## src/core/tusseq_pkg.sv

```systemverilog
// Shared constants, field positions and state encoding for the tape status sequencer.
package tusseq_pkg;

  // Word and drive geometry.
  localparam int WORD_W = 30;
  localparam int NUM_DRIVES = 7;
  localparam int LINES_PER_DRIVE = 8;
  localparam int LINE_BUS_W = NUM_DRIVES * LINES_PER_DRIVE;
  localparam int NUM_COND = 4;
  localparam int INSTR_W = 4;

  // Host command word fields.
  localparam int CMD_XFER_OUT_BIT = 4;
  localparam int CMD_XFER_IN_BIT = 5;
  localparam int CMD_LOCKOUT_BIT = 7;
  localparam int CMD_INSTR_LSB = 11;
  localparam int CMD_ADDR_LSB = 15;

  // Status report word fields.
  localparam int ST_FAULT_SUM = 0;
  localparam int ST_NOT_READY = 1;
  localparam int ST_COND_SUM = 2;
  localparam int ST_DRIVE_FAULT = 3;
  localparam int ST_SILENT = 4;
  localparam int ST_PARITY = 5;
  localparam int ST_TIMING = 6;
  localparam int ST_COND_LSB = 11;
  localparam int ST_COND_MSB = 14;
  localparam int ST_READY_LSB = 23;
  localparam int ST_READY_MSB = 29;
  localparam logic [29:0] STATUS_RESET = 30'h0;

  // Line positions inside each drive's group of eight input lines.
  localparam int LN_READY = 0;
  localparam int LN_NOT_READY = 1;
  localparam int LN_FAULT = 2;
  localparam int LN_NO_COND = 3;
  localparam int LN_COND_W = 4;

  // Response window after the probe, in nanoseconds, and its cycle count.
  localparam int RESP_WINDOW_NS = 2000;
  localparam int CLK_MHZ = 200;
  localparam int RESP_CYCLES = (RESP_WINDOW_NS * CLK_MHZ + 999) / 1000;

  // Sequencer states.
  typedef enum logic [2:0] {
    ST_IDLE,
    ST_PROBE,
    ST_WAIT,
    ST_DECIDE,
    ST_XFER,
    ST_REPORT
  } tusseq_state_e;

endpackage

```

## src/core/tusseq_tmr_if.sv

```systemverilog
// Interface joining the sequencer to its response window timer.
`timescale 1ns/100ps
interface tusseq_tmr_if;
  // Load and run the window for one cycle pulse.
  logic start;
  // Abandon a running window.
  logic stop;
  // One cycle pulse when the window runs out.
  logic expired;
  modport owner (output start, output stop, input expired);
  modport timer (input start, input stop, output expired);
endinterface

```

## src/core/tusseq_sync.sv

```systemverilog
// Two flip-flop synchroniser for a bus of drive pin inputs.
`timescale 1ns/100ps
module tusseq_sync #(
  parameter int WIDTH = 8
) (
  // Clock, reset and enable.
  input wire logic i_core_clk,
  input wire logic i_reset,
  input wire logic i_clk_en,
  // Pins in, synchronised copy out.
  input wire logic [WIDTH-1:0] i_async,
  output logic [WIDTH-1:0] o_sync
);

  // The first stage is read only by the second stage.
  typedef struct packed {
    logic [WIDTH-1:0] meta;
    logic [WIDTH-1:0] sync;
  } tusseq_sync_s;

  tusseq_sync_s s;
  tusseq_sync_s next_s;

  if (WIDTH < 1) begin : g_width_check
    $error("tusseq_sync needs a positive width.");
  end

  // Shift the pins through both stages.
  always_comb begin
    next_s.meta = i_async;
    next_s.sync = s.meta;
  end

  // Hold state while the enable is low.
  always_ff @(posedge i_core_clk or posedge i_reset) begin
    if (i_reset) begin
      s <= '0;
    end else if (i_clk_en) begin
      s <= next_s;
    end
  end

  assign o_sync = s.sync;

endmodule

```

## src/core/tusseq_timer.sv

```systemverilog
// Response window timer that bounds how long the sequencer waits for drives.
`timescale 1ns/100ps
module tusseq_timer #(
  parameter int CYCLES = tusseq_pkg::RESP_CYCLES
) (
  // Clock, reset and enable.
  input wire logic i_core_clk,
  input wire logic i_reset,
  input wire logic i_clk_en,
  // Control from the sequencer.
  tusseq_tmr_if.timer tmr
);

  localparam int CNT_W = $clog2(CYCLES + 1);

  typedef struct packed {
    logic running;
    logic [CNT_W-1:0] cnt;
  } tusseq_tmr_s;

  tusseq_tmr_s s;
  tusseq_tmr_s next_s;

  if (CYCLES < 1) begin : g_cycles_check
    $error("tusseq_timer needs at least one cycle.");
  end

  // The window ends on the cycle its last count is reached.
  assign tmr.expired = s.running && (s.cnt == CNT_W'(1));

  // Start reloads, stop and expiry both idle the counter.
  always_comb begin
    next_s = s;
    if (tmr.start) begin
      next_s.running = 1'b1;
      next_s.cnt = CNT_W'(CYCLES);
    end else if (tmr.stop || tmr.expired) begin
      next_s.running = 1'b0;
      next_s.cnt = '0;
    end else if (s.running) begin
      next_s.cnt = s.cnt - CNT_W'(1);
    end
  end

  // Register the counter; frozen while the enable is low.
  always_ff @(posedge i_core_clk or posedge i_reset) begin
    if (i_reset) begin
      s <= '0;
    end else if (i_clk_en) begin
      s <= next_s;
    end
  end

endmodule

```

## src/core/tusseq_top.sv

```systemverilog
// Control-phase sequencer of the tape controller: probe, query, status word and proceed decision.
`timescale 1ns/100ps
module tusseq_top #(
  parameter int RESP_CYCLES = tusseq_pkg::RESP_CYCLES
) (
  // Clock, reset and enable.
  input wire logic i_core_clk,
  input wire logic i_reset,
  input wire logic i_clk_en,
  // Host command channel.
  input wire logic i_cmd_valid,
  input wire logic [29:0] i_cmd_word,
  output logic o_available,
  // Host status-report interrupt.
  output logic o_report_valid,
  output logic [29:0] o_report_word,
  input wire logic i_input_ack,
  // Tape drive pins, eight lines per drive, drive 1 in the lowest group.
  input wire logic [55:0] i_drive_lines,
  output logic [6:0] o_probe,
  output logic [6:0] o_cond_clear,
  output logic [6:0] o_query,
  output logic [6:0] o_instr_strobe,
  output logic [3:0] o_instr_lines,
  // Data transfer engine.
  output logic o_xfer_out_start,
  output logic o_xfer_in_start,
  input wire logic i_xfer_done,
  input wire logic i_timing_err,
  input wire logic i_parity_err
);

  // Short names for the drive geometry used all through this file.
  localparam int ND = tusseq_pkg::NUM_DRIVES;
  localparam int LPD = tusseq_pkg::LINES_PER_DRIVE;
  localparam int LBW = tusseq_pkg::LINE_BUS_W;

  // Whole sequencer state in one register.
  typedef struct packed {
    tusseq_pkg::tusseq_state_e st;
    logic [29:0] status;
    logic [29:0] cmd;
    logic [LBW-1:0] prev;
    logic [ND-1:0] got_probe;
    logic got_query;
  } tusseq_top_s;

  tusseq_top_s s;
  tusseq_top_s next_s;

  // Synchronised drive lines and their rising edges.
  logic [LBW-1:0] lines_sync;
  logic [LBW-1:0] lines_rise;
  // Addressed drive as a one-hot vector, drive 1 in bit 0.
  logic [ND-1:0] addr;
  // Ready bits of the status word reordered to drive order.
  logic [ND-1:0] rdy_vec;
  // Proceed decision of the decide state.
  logic go_ahead;

  // Start, stop and expiry of the response window travel together here.
  tusseq_tmr_if tmr ();

  if (RESP_CYCLES < 1) begin : g_window_check
    $error("tusseq_top needs a response window of at least one cycle.");
  end

  // Drive pulses come from another timing domain, so they pass two flops first.
  tusseq_sync #(
    .WIDTH(LBW)
  ) tusseq_sync_inst (
    .i_core_clk(i_core_clk),
    .i_reset(i_reset),
    .i_clk_en(i_clk_en),
    .i_async(i_drive_lines),
    .o_sync(lines_sync)
  );

  // The window bounds the wait for silent drives.
  tusseq_timer #(
    .CYCLES(RESP_CYCLES)
  ) tusseq_timer_inst (
    .i_core_clk(i_core_clk),
    .i_reset(i_reset),
    .i_clk_en(i_clk_en),
    .tmr(tmr.timer)
  );

  // A pulse is counted once, on its first synchronised cycle.
  assign lines_rise = lines_sync & ~s.prev;
  assign addr = s.cmd[tusseq_pkg::CMD_ADDR_LSB +: ND];

  // Reorder the ready bits, which run from bit 29 for drive 1 downward.
  always_comb begin
    for (int d = 0; d < ND; d++) begin
      rdy_vec[d] = s.status[tusseq_pkg::ST_READY_MSB - d];
    end
  end

  // Proceed only with a clean word and a ready answer from the target.
  assign go_ahead = (s.status[tusseq_pkg::ST_COND_SUM:tusseq_pkg::ST_FAULT_SUM] == 3'h0)
    && ((rdy_vec & addr) != 7'h0);

  // Pulses towards the drives and the timer are decoded from the state.
  always_comb begin
    o_probe = {ND{s.st == tusseq_pkg::ST_PROBE}};
    o_cond_clear = {ND{s.st == tusseq_pkg::ST_PROBE}};
    o_query = (s.st == tusseq_pkg::ST_PROBE) ? addr : 7'h0;
    o_instr_strobe = (s.st == tusseq_pkg::ST_DECIDE && go_ahead) ? addr : 7'h0;
    o_xfer_out_start = (s.st == tusseq_pkg::ST_DECIDE) && go_ahead && s.cmd[tusseq_pkg::CMD_XFER_OUT_BIT];
    o_xfer_in_start = (s.st == tusseq_pkg::ST_DECIDE) && go_ahead && s.cmd[tusseq_pkg::CMD_XFER_IN_BIT];
    tmr.start = (s.st == tusseq_pkg::ST_PROBE);
    tmr.stop = (s.st == tusseq_pkg::ST_WAIT) && (next_s.st != tusseq_pkg::ST_WAIT);
  end

  // Host side of the channel.
  assign o_available = (s.st == tusseq_pkg::ST_IDLE);
  assign o_report_valid = (s.st == tusseq_pkg::ST_REPORT);
  assign o_report_word = s.status;
  assign o_instr_lines = s.cmd[tusseq_pkg::CMD_INSTR_LSB +: tusseq_pkg::INSTR_W];

  // Next-state logic of the whole sequence.
  always_comb begin
    next_s = s;
    // Edge memory follows the lines every cycle, so no pulse is counted twice.
    next_s.prev = lines_sync;
    case (s.st)
      // Accept a command and start from a clean word.
      tusseq_pkg::ST_IDLE: begin
        if (i_cmd_valid) begin
          next_s.cmd = i_cmd_word;
          next_s.status = tusseq_pkg::STATUS_RESET;
          next_s.st = tusseq_pkg::ST_PROBE;
        end
      end
      // Probe, clear and query pulses go out in this single cycle.
      tusseq_pkg::ST_PROBE: begin
        next_s.got_probe = 7'h0;
        next_s.got_query = 1'b0;
        next_s.st = tusseq_pkg::ST_WAIT;
      end
      // Collect answers from every drive until all arrive or the window ends.
      tusseq_pkg::ST_WAIT: begin
        for (int d = 0; d < ND; d++) begin
          if (lines_rise[d * LPD + tusseq_pkg::LN_READY]) begin
            next_s.status[tusseq_pkg::ST_READY_MSB - d] = 1'b1;
            next_s.got_probe[d] = 1'b1;
          end
          if (lines_rise[d * LPD + tusseq_pkg::LN_NOT_READY]) begin
            next_s.got_probe[d] = 1'b1;
            if (addr[d]) begin
              next_s.status[tusseq_pkg::ST_NOT_READY] = 1'b1;
            end
          end
          // Only the addressed drive's query answers and fault count.
          if (addr[d]) begin
            if (lines_rise[d * LPD + tusseq_pkg::LN_FAULT]) begin
              next_s.status[tusseq_pkg::ST_DRIVE_FAULT] = 1'b1;
            end
            if (lines_rise[d * LPD + tusseq_pkg::LN_NO_COND]) begin
              next_s.got_query = 1'b1;
            end
            for (int k = 0; k < tusseq_pkg::NUM_COND; k++) begin
              if (lines_rise[d * LPD + tusseq_pkg::LN_COND_W + k]) begin
                next_s.got_query = 1'b1;
                if (!s.cmd[tusseq_pkg::CMD_LOCKOUT_BIT]) begin
                  next_s.status[tusseq_pkg::ST_COND_MSB - k] = 1'b1;
                end
              end
            end
          end
        end
        // Ending early saves the full window when every drive has spoken.
        if (tmr.expired || ((&next_s.got_probe) && next_s.got_query)) begin
          if ((next_s.got_probe & addr) == 7'h0) begin
            next_s.status[tusseq_pkg::ST_SILENT] = 1'b1;
          end
          next_s.st = tusseq_pkg::ST_DECIDE;
        end
      end
      // Instruct and start a transfer, or abandon and report at once.
      tusseq_pkg::ST_DECIDE: begin
        if (go_ahead && (s.cmd[tusseq_pkg::CMD_XFER_OUT_BIT] || s.cmd[tusseq_pkg::CMD_XFER_IN_BIT])) begin
          next_s.st = tusseq_pkg::ST_XFER;
        end else begin
          next_s.st = tusseq_pkg::ST_REPORT;
        end
      end
      // Transfer faults are only recorded while the transfer runs.
      tusseq_pkg::ST_XFER: begin
        if (i_timing_err) begin
          next_s.status[tusseq_pkg::ST_TIMING] = 1'b1;
        end
        if (i_parity_err) begin
          next_s.status[tusseq_pkg::ST_PARITY] = 1'b1;
        end
        if (i_xfer_done) begin
          next_s.st = tusseq_pkg::ST_REPORT;
        end
      end
      // Hold the interrupt and word until the host acknowledges.
      tusseq_pkg::ST_REPORT: begin
        if (i_input_ack) begin
          next_s.st = tusseq_pkg::ST_IDLE;
        end
      end
      // An unknown state falls back to idle rather than hanging the channel.
      default: begin
        next_s.st = tusseq_pkg::ST_IDLE;
      end
    endcase
    // Summaries follow their sources in the same cycle, so the word is never inconsistent.
    next_s.status[tusseq_pkg::ST_COND_SUM] =
      |next_s.status[tusseq_pkg::ST_COND_MSB:tusseq_pkg::ST_COND_LSB];
    next_s.status[tusseq_pkg::ST_FAULT_SUM] =
      |next_s.status[tusseq_pkg::ST_TIMING:tusseq_pkg::ST_DRIVE_FAULT];
  end

  // Commands outside the idle state are simply never looked at.
  always_ff @(posedge i_core_clk or posedge i_reset) begin
    if (i_reset) begin
      s <= '0;
    end else if (i_clk_en) begin
      s <= next_s;
    end
  end

  // The probe, clear and query pulses go out together.
  probe_all_a: assert property (@(posedge i_core_clk) disable iff (i_reset)
    (s.st == tusseq_pkg::ST_PROBE) |-> (o_probe == 7'h7f && o_cond_clear == 7'h7f && o_query == addr))
    else $error("Probe cycle pulses are wrong.");

  // An instruction only reaches a drive whose ready bit is set.
  instr_ready_a: assert property (@(posedge i_core_clk) disable iff (i_reset)
    (o_instr_strobe != 7'h0) |-> ((o_instr_strobe & rdy_vec) == o_instr_strobe))
    else $error("Instruction sent to a drive that was not ready.");

  // Fault summary matches its four sources in every report.
  fault_summary_a: assert property (@(posedge i_core_clk) disable iff (i_reset)
    o_report_valid |-> (o_report_word[0] == (|o_report_word[6:3])))
    else $error("Fault summary bit disagrees with bits 3 to 6.");

  // Condition summary matches the four condition bits.
  cond_summary_a: assert property (@(posedge i_core_clk) disable iff (i_reset)
    o_report_valid |-> (o_report_word[2] == (|o_report_word[14:11])))
    else $error("Condition summary bit disagrees with bits 11 to 14.");

  // Unused bits of the report stay zero.
  unused_zero_a: assert property (@(posedge i_core_clk) disable iff (i_reset)
    o_report_valid |-> (o_report_word[10:7] == 4'h0 && o_report_word[22:15] == 8'h0))
    else $error("Unused status bits are not zero.");

  // A flagged word aborts straight into the report.
  abort_report_a: assert property (@(posedge i_core_clk) disable iff (i_reset)
    (s.st == tusseq_pkg::ST_DECIDE && i_clk_en && s.status[2:0] != 3'h0)
      |-> (o_instr_strobe == 7'h0 && !o_xfer_out_start && !o_xfer_in_start) ##1 o_report_valid)
    else $error("Flagged command was not abandoned with a report.");

  // A clean word with a ready target instructs that target.
  proceed_a: assert property (@(posedge i_core_clk) disable iff (i_reset)
    (s.st == tusseq_pkg::ST_DECIDE && s.status[2:0] == 3'h0 && (rdy_vec & addr) != 7'h0)
      |-> (o_instr_strobe == addr))
    else $error("Clean command did not instruct the addressed drive.");

  // A command arriving while busy leaves the stored command untouched.
  busy_ignore_a: assert property (@(posedge i_core_clk) disable iff (i_reset)
    (s.st != tusseq_pkg::ST_IDLE && i_cmd_valid && i_clk_en) |=> $stable(s.cmd))
    else $error("Command accepted while busy.");

  // Transfer fault bits move only in the transfer or when idle takes a command and clears the word.
  xfer_only_a: assert property (@(posedge i_core_clk) disable iff (i_reset)
    (i_clk_en && s.st != tusseq_pkg::ST_XFER && s.st != tusseq_pkg::ST_IDLE) |=> $stable(s.status[6:5]))
    else $error("Transfer fault bit changed outside a transfer.");

  // The lockout keeps every condition bit clear.
  lockout_mask_a: assert property (@(posedge i_core_clk) disable iff (i_reset)
    (s.st != tusseq_pkg::ST_IDLE && s.cmd[7]) |-> (s.status[14:11] == 4'h0))
    else $error("Condition bit set under lockout.");

  // The end of a transfer raises the report on the next cycle.
  done_report_a: assert property (@(posedge i_core_clk) disable iff (i_reset)
    (s.st == tusseq_pkg::ST_XFER && i_xfer_done && i_clk_en) |=> o_report_valid)
    else $error("Report did not follow the end of the transfer.");

  // Every probe is a single-cycle pulse, so each drive sees one probe per command.
  probe_pulse_a: assert property (@(posedge i_core_clk) disable iff (i_reset)
    (o_probe != 7'h0 && i_clk_en) |=> (o_probe == 7'h0))
    else $error("Probe pulse lasted more than one cycle.");

  // A ready bit can only come from a drive that answered the probe.
  ready_answer_a: assert property (@(posedge i_core_clk) disable iff (i_reset)
    (s.st == tusseq_pkg::ST_DECIDE) |-> ((rdy_vec & ~s.got_probe) == 7'h0))
    else $error("Ready bit set for a drive that gave no answer.");

  // The silent flag is set exactly when the target never answered the probe.
  silent_flag_a: assert property (@(posedge i_core_clk) disable iff (i_reset)
    (s.st == tusseq_pkg::ST_DECIDE) |-> (s.status[tusseq_pkg::ST_SILENT] == ((s.got_probe & addr) == 7'h0)))
    else $error("Silent drive flag disagrees with the probe answers.");

  // No instruction leaves while any of the three decision bits is set.
  strobe_clean_a: assert property (@(posedge i_core_clk) disable iff (i_reset)
    (o_instr_strobe != 7'h0) |-> (s.status[2:0] == 3'h0))
    else $error("Instruction sent with a flagged status word.");

  // A transfer only starts together with the instruction to its drive.
  xfer_instr_a: assert property (@(posedge i_core_clk) disable iff (i_reset)
    (o_xfer_out_start || o_xfer_in_start) |-> (o_instr_strobe == addr))
    else $error("Transfer started without instructing the addressed drive.");

  // The interrupt and its word stand until the host acknowledges.
  report_hold_a: assert property (@(posedge i_core_clk) disable iff (i_reset)
    (o_report_valid && !(i_input_ack && i_clk_en)) |=> (o_report_valid && $stable(o_report_word)))
    else $error("Report dropped or changed before the acknowledge.");

endmodule

```

## config.mk

```make
export PLATFORM = sky130hd
export DESIGN_NAME = tusseq_top
export DESIGN_NICKNAME = d
export VERILOG_FILES = /design/src/core/tusseq_pkg.sv /design/src/core/tusseq_tmr_if.sv /design/src/core/tusseq_sync.sv /design/src/core/tusseq_timer.sv /design/src/core/tusseq_top.sv
export SDC_FILE = /design/constraint.sdc
export NUM_CORES = 1
export LEC_CHECK = 0
export BUFFER_PORTS_ARGS = -buffer_cell sky130_fd_sc_hd__clkbuf_2
export CAP_MARGIN = 25
export CORE_MARGIN = 3
export CORE_UTILIZATION = 40
export DETAILED_ROUTE_END_ITERATION = 8
export PLACE_DENSITY = 0.68
export SLEW_MARGIN = 20
export SYNTH_ARGS = -nofsm -noshare
export SYNTH_HDL_FRONTEND = slang
export SYNTH_SLANG_ARGS = --single-unit
```

## constraint.sdc

```tcl
create_clock -name i_core_clk -period 17.3 [get_ports i_core_clk]
set_input_delay 0.865 -clock i_core_clk [delete_from_list [all_inputs] [get_ports i_core_clk]]
set_output_delay 0.865 -clock i_core_clk [all_outputs]
set_load 0.005 [all_outputs]
```

==> run_results.csv <==
group,metric,value,unit
synth,syn-cell-area,0.00993,mm^2
cts,cts_buffers,25,
critical_path,worstSetupPathType,"reg2out",
grt,grt_max_degree,155,
critical_path,crit_top_cell,"inv_1",
sta,finalHoldViolCount,0,
cts,cts_tree,"yes",
placement,place.port_buffers,131,
sta,max_freq,275,MHz
sta,period_minus_slack,3.64,ns
cts,postCtsHoldBufs,0,
floorplan,die_h,164,um
floorplan,core,0.0244,mm^2
power,p_leak,0.00508,uW
placement,place_inst,1216,
cts,h-tree-depth,1,
cts,cts_resized,0,
synth,synth-edff-count,0,
synth,synth_ff_type,"dfrtp_1",
cts,cts_buffer_depth,3,
grt,gr-total-overflow,0,
detailed_routing,vias,6605,
critical_path,end_kind,"output pin",
power,vdd_drop_max,0.0839,mV
sta,rsz0062_at_grt,"no",
sta,tns,0,ns
final_layout,drive_above_1_share,36.6,%
cts,cts_setup_buffers,0,
min_path,hold_class,"reg2reg",
sta,min_period_over_period,21.0,%
synth,ys_seq_area_share,55.7,%
synth,synthDistinctLibCells,59,
run_status,outcome,"complete, no violations",
sta,worst_pin_slew,0.956,ns
sta,slew_headroom,36.3,%
cts,worstSkewPairLatency,0.51,ns
critical_path,arrival,2.78,ns
detailed_routing,routed_wl,21800,um
floorplan,initial_core_util,40.7,%
final_layout,nNetsFinal,1016,
sta,drv_slew,0,
synth,syn_area_per_cell,11.9,um^2
detailed_routing,drt.antenna.violating_nets,0,
critical_path,start_kind,"flip-flop",
critical_path,crit_family,"buffers and inverters",
synth,netlist_instances,833,
floorplan,chipWidth,164,um
sta,clock_skew,0.0108,ns
grt,antenna_found_initial,0,
critical_path,crit_fanout,28,
final_layout,postLayoutCoreUtil,46.6,%
floorplan,dieArea,0.0268,mm^2
floorplan,ios,160,
detailed_routing,drc,0,
critical_path,cp.required,16.43,ns
detailed_routing,dr.pass1.iters,5,
final_layout,final_common_cell,"dfrtp_1",
critical_path,slowest_delay,0.71,ns
sta,setup_violations,0,
final_layout,n_antenna_cell,0,
placement,hpwl,15100,um
grt,grt_pass1_wl,34400,um
cts,clkTransAtPathRegs,0.06,ns
final_layout,area_growth,14.4,%
synth,yosysWarnings,0,
synth,ys_seq_elements,221,
grt,grt_pass1_vias,6377,
critical_path,cp_slowest_cell,"inv_1",
cts,clkSinkCount,221,
run,cap_violations,0,
placement,gp_congestion,0.877,
detailed_routing,post_drt_wl_per_cell,17.2,um
critical_path,path_cells,"inv_1 > nand3_1 > inv_1 > and2_1 > clkbuf_2",
cts,ctsRootBufferMaster,"clkbuf_16",
final_layout,fin_cells,1263,
floorplan,rows,57,
detailed_routing,drt-initial-drc-count,514,
detailed_routing,viasPerCell,5.23,
power,power_density,145,mW/mm^2
final_layout,final_cell_mix,"dfrtp_1 (221), mux2_2 (161), clkbuf_2 (130)",
synth,postSynth.asyncResetShare,100,%
critical_path,crit_buf_inv,3,
grt,grt_usage,16.3,%
## synthesized netlist by cell type (all sizes together) (3+ instances only)
cell type,number,share of area (%)
dfrtp,221,56
mux2,161,18
buf,60,4.1
nand2,56,2.1
o21ai,48,2.4
inv,39,1.5
nor2,30,1.2
nor2b,30,2.0
clkbuf,26,0.98
nor3,20,1.1
and2,15,0.94
o22ai,15,0.94
a21oi,12,0.60
o41ai,9,0.87
nand3,8,0.53
o21bai,7,0.53
nor4,6,0.44
or3,6,0.38
a222oi,5,0.50
a22oi,5,0.38
a31oi,5,0.31
nand3b,4,0.30
a211oi,3,0.35
a21o,3,0.23
a32oi,3,0.26
o31ai,3,0.23
## flip-flops by register name, summed over array words and instances (netlist names)
signal                   flops
tusseq_sync_inst.o_sync     56
o_report_word               18
addr                         7
s                           70
o_instr_lines                4
tusseq_timer_inst.s         10
tusseq_sync_inst.next_s     56
## power breakdown
part / internal [uW] / switching (uW)
Clock: 289 / 203
Sequential: 630 / 116
Combinational: 191 / 217
## worst reg2reg max path, delay by kind of cell (launching register included)
family	cells	cell delay [ns]
AND/OR/NAND/NOR	2	0.52
buffers and inverters	2	1.07
AO/OA/AOI/OAI	2	0.59
flip-flops	1	0.44
## path summary, 6_finish.rpt
check                                       startpoint                           to  slack (ns)  depth (start not counted)
min                        tusseq_sync_inst.next_s[55]  tusseq_sync_inst.o_sync[55]        0.47                          2
max in group asynchronous                      i_reset                        s[50]       15.38                          3
max reg2reg                                     s[125]       tusseq_timer_inst.s[6]       14.57                          6
min reg2reg                tusseq_sync_inst.next_s[55]  tusseq_sync_inst.o_sync[55]        0.47                          2
min in group asynchronous                      i_reset   tusseq_sync_inst.o_sync[3]        0.50                          2
max                                             s[125]                   o_query[5]       13.66                          5
## cell type report
cell class / count / area [um^2]
clock buffer: 39 / 728
clock inverter: 7 / 46.3
fill: 2268 / 13000
inverter: 39 / 159
multi-input combinational: 498 / 3790
sequential: 221 / 5530
tap: 324 / 405
timing repair buffer: 135 / 704
## metal layers
layer / up-vias / track usage, % / share of wire (%)
li1: 3058 / - / -
met1: 3290 / 23.2 / 45
met5: - / 0 / 0
met4: 0 / 4.31 / 2.2
met3: 32 / 3.02 / 6.9
met2: 225 / 25.6 / 46
## through the flow
step | area [um^2] | setup slack, ns | hold WS (ns) | total power (uW)
floorplan | 9970 | 10.39 | 0.442 | 1050
global placement | 10600 | 14.16 | 0.464 | 1150
detailed placement | 10600 | 14.15 | 0.473 | 1160
CTS | 11300 | 13.63 | 0.487 | 1660
global route | 11400 | 13.41 | 0.508 | 1750
finish | 11400 | 13.66 | 0.475 | 1650
## kinds of logic (layout without fill, tap and decap cells)
| family | count (synthesis) | after routing | synth area share [%] |
|---|---|---|---|
| compound gates | 138 | 138 | 9.45 |
| fa+ha+maj | 2 | 2 | 0.252 |
| buf+inv | 125 | 220 | 6.60 |
| flops | 221 | 221 | 55.7 |
| mux | 161 | 161 | 18.3 |
| other cells | 1 | 12 | 0.0378 |
| simple gates | 185 | 185 | 9.73 |
Note: power is estimated with default switching activity, not from simulation.
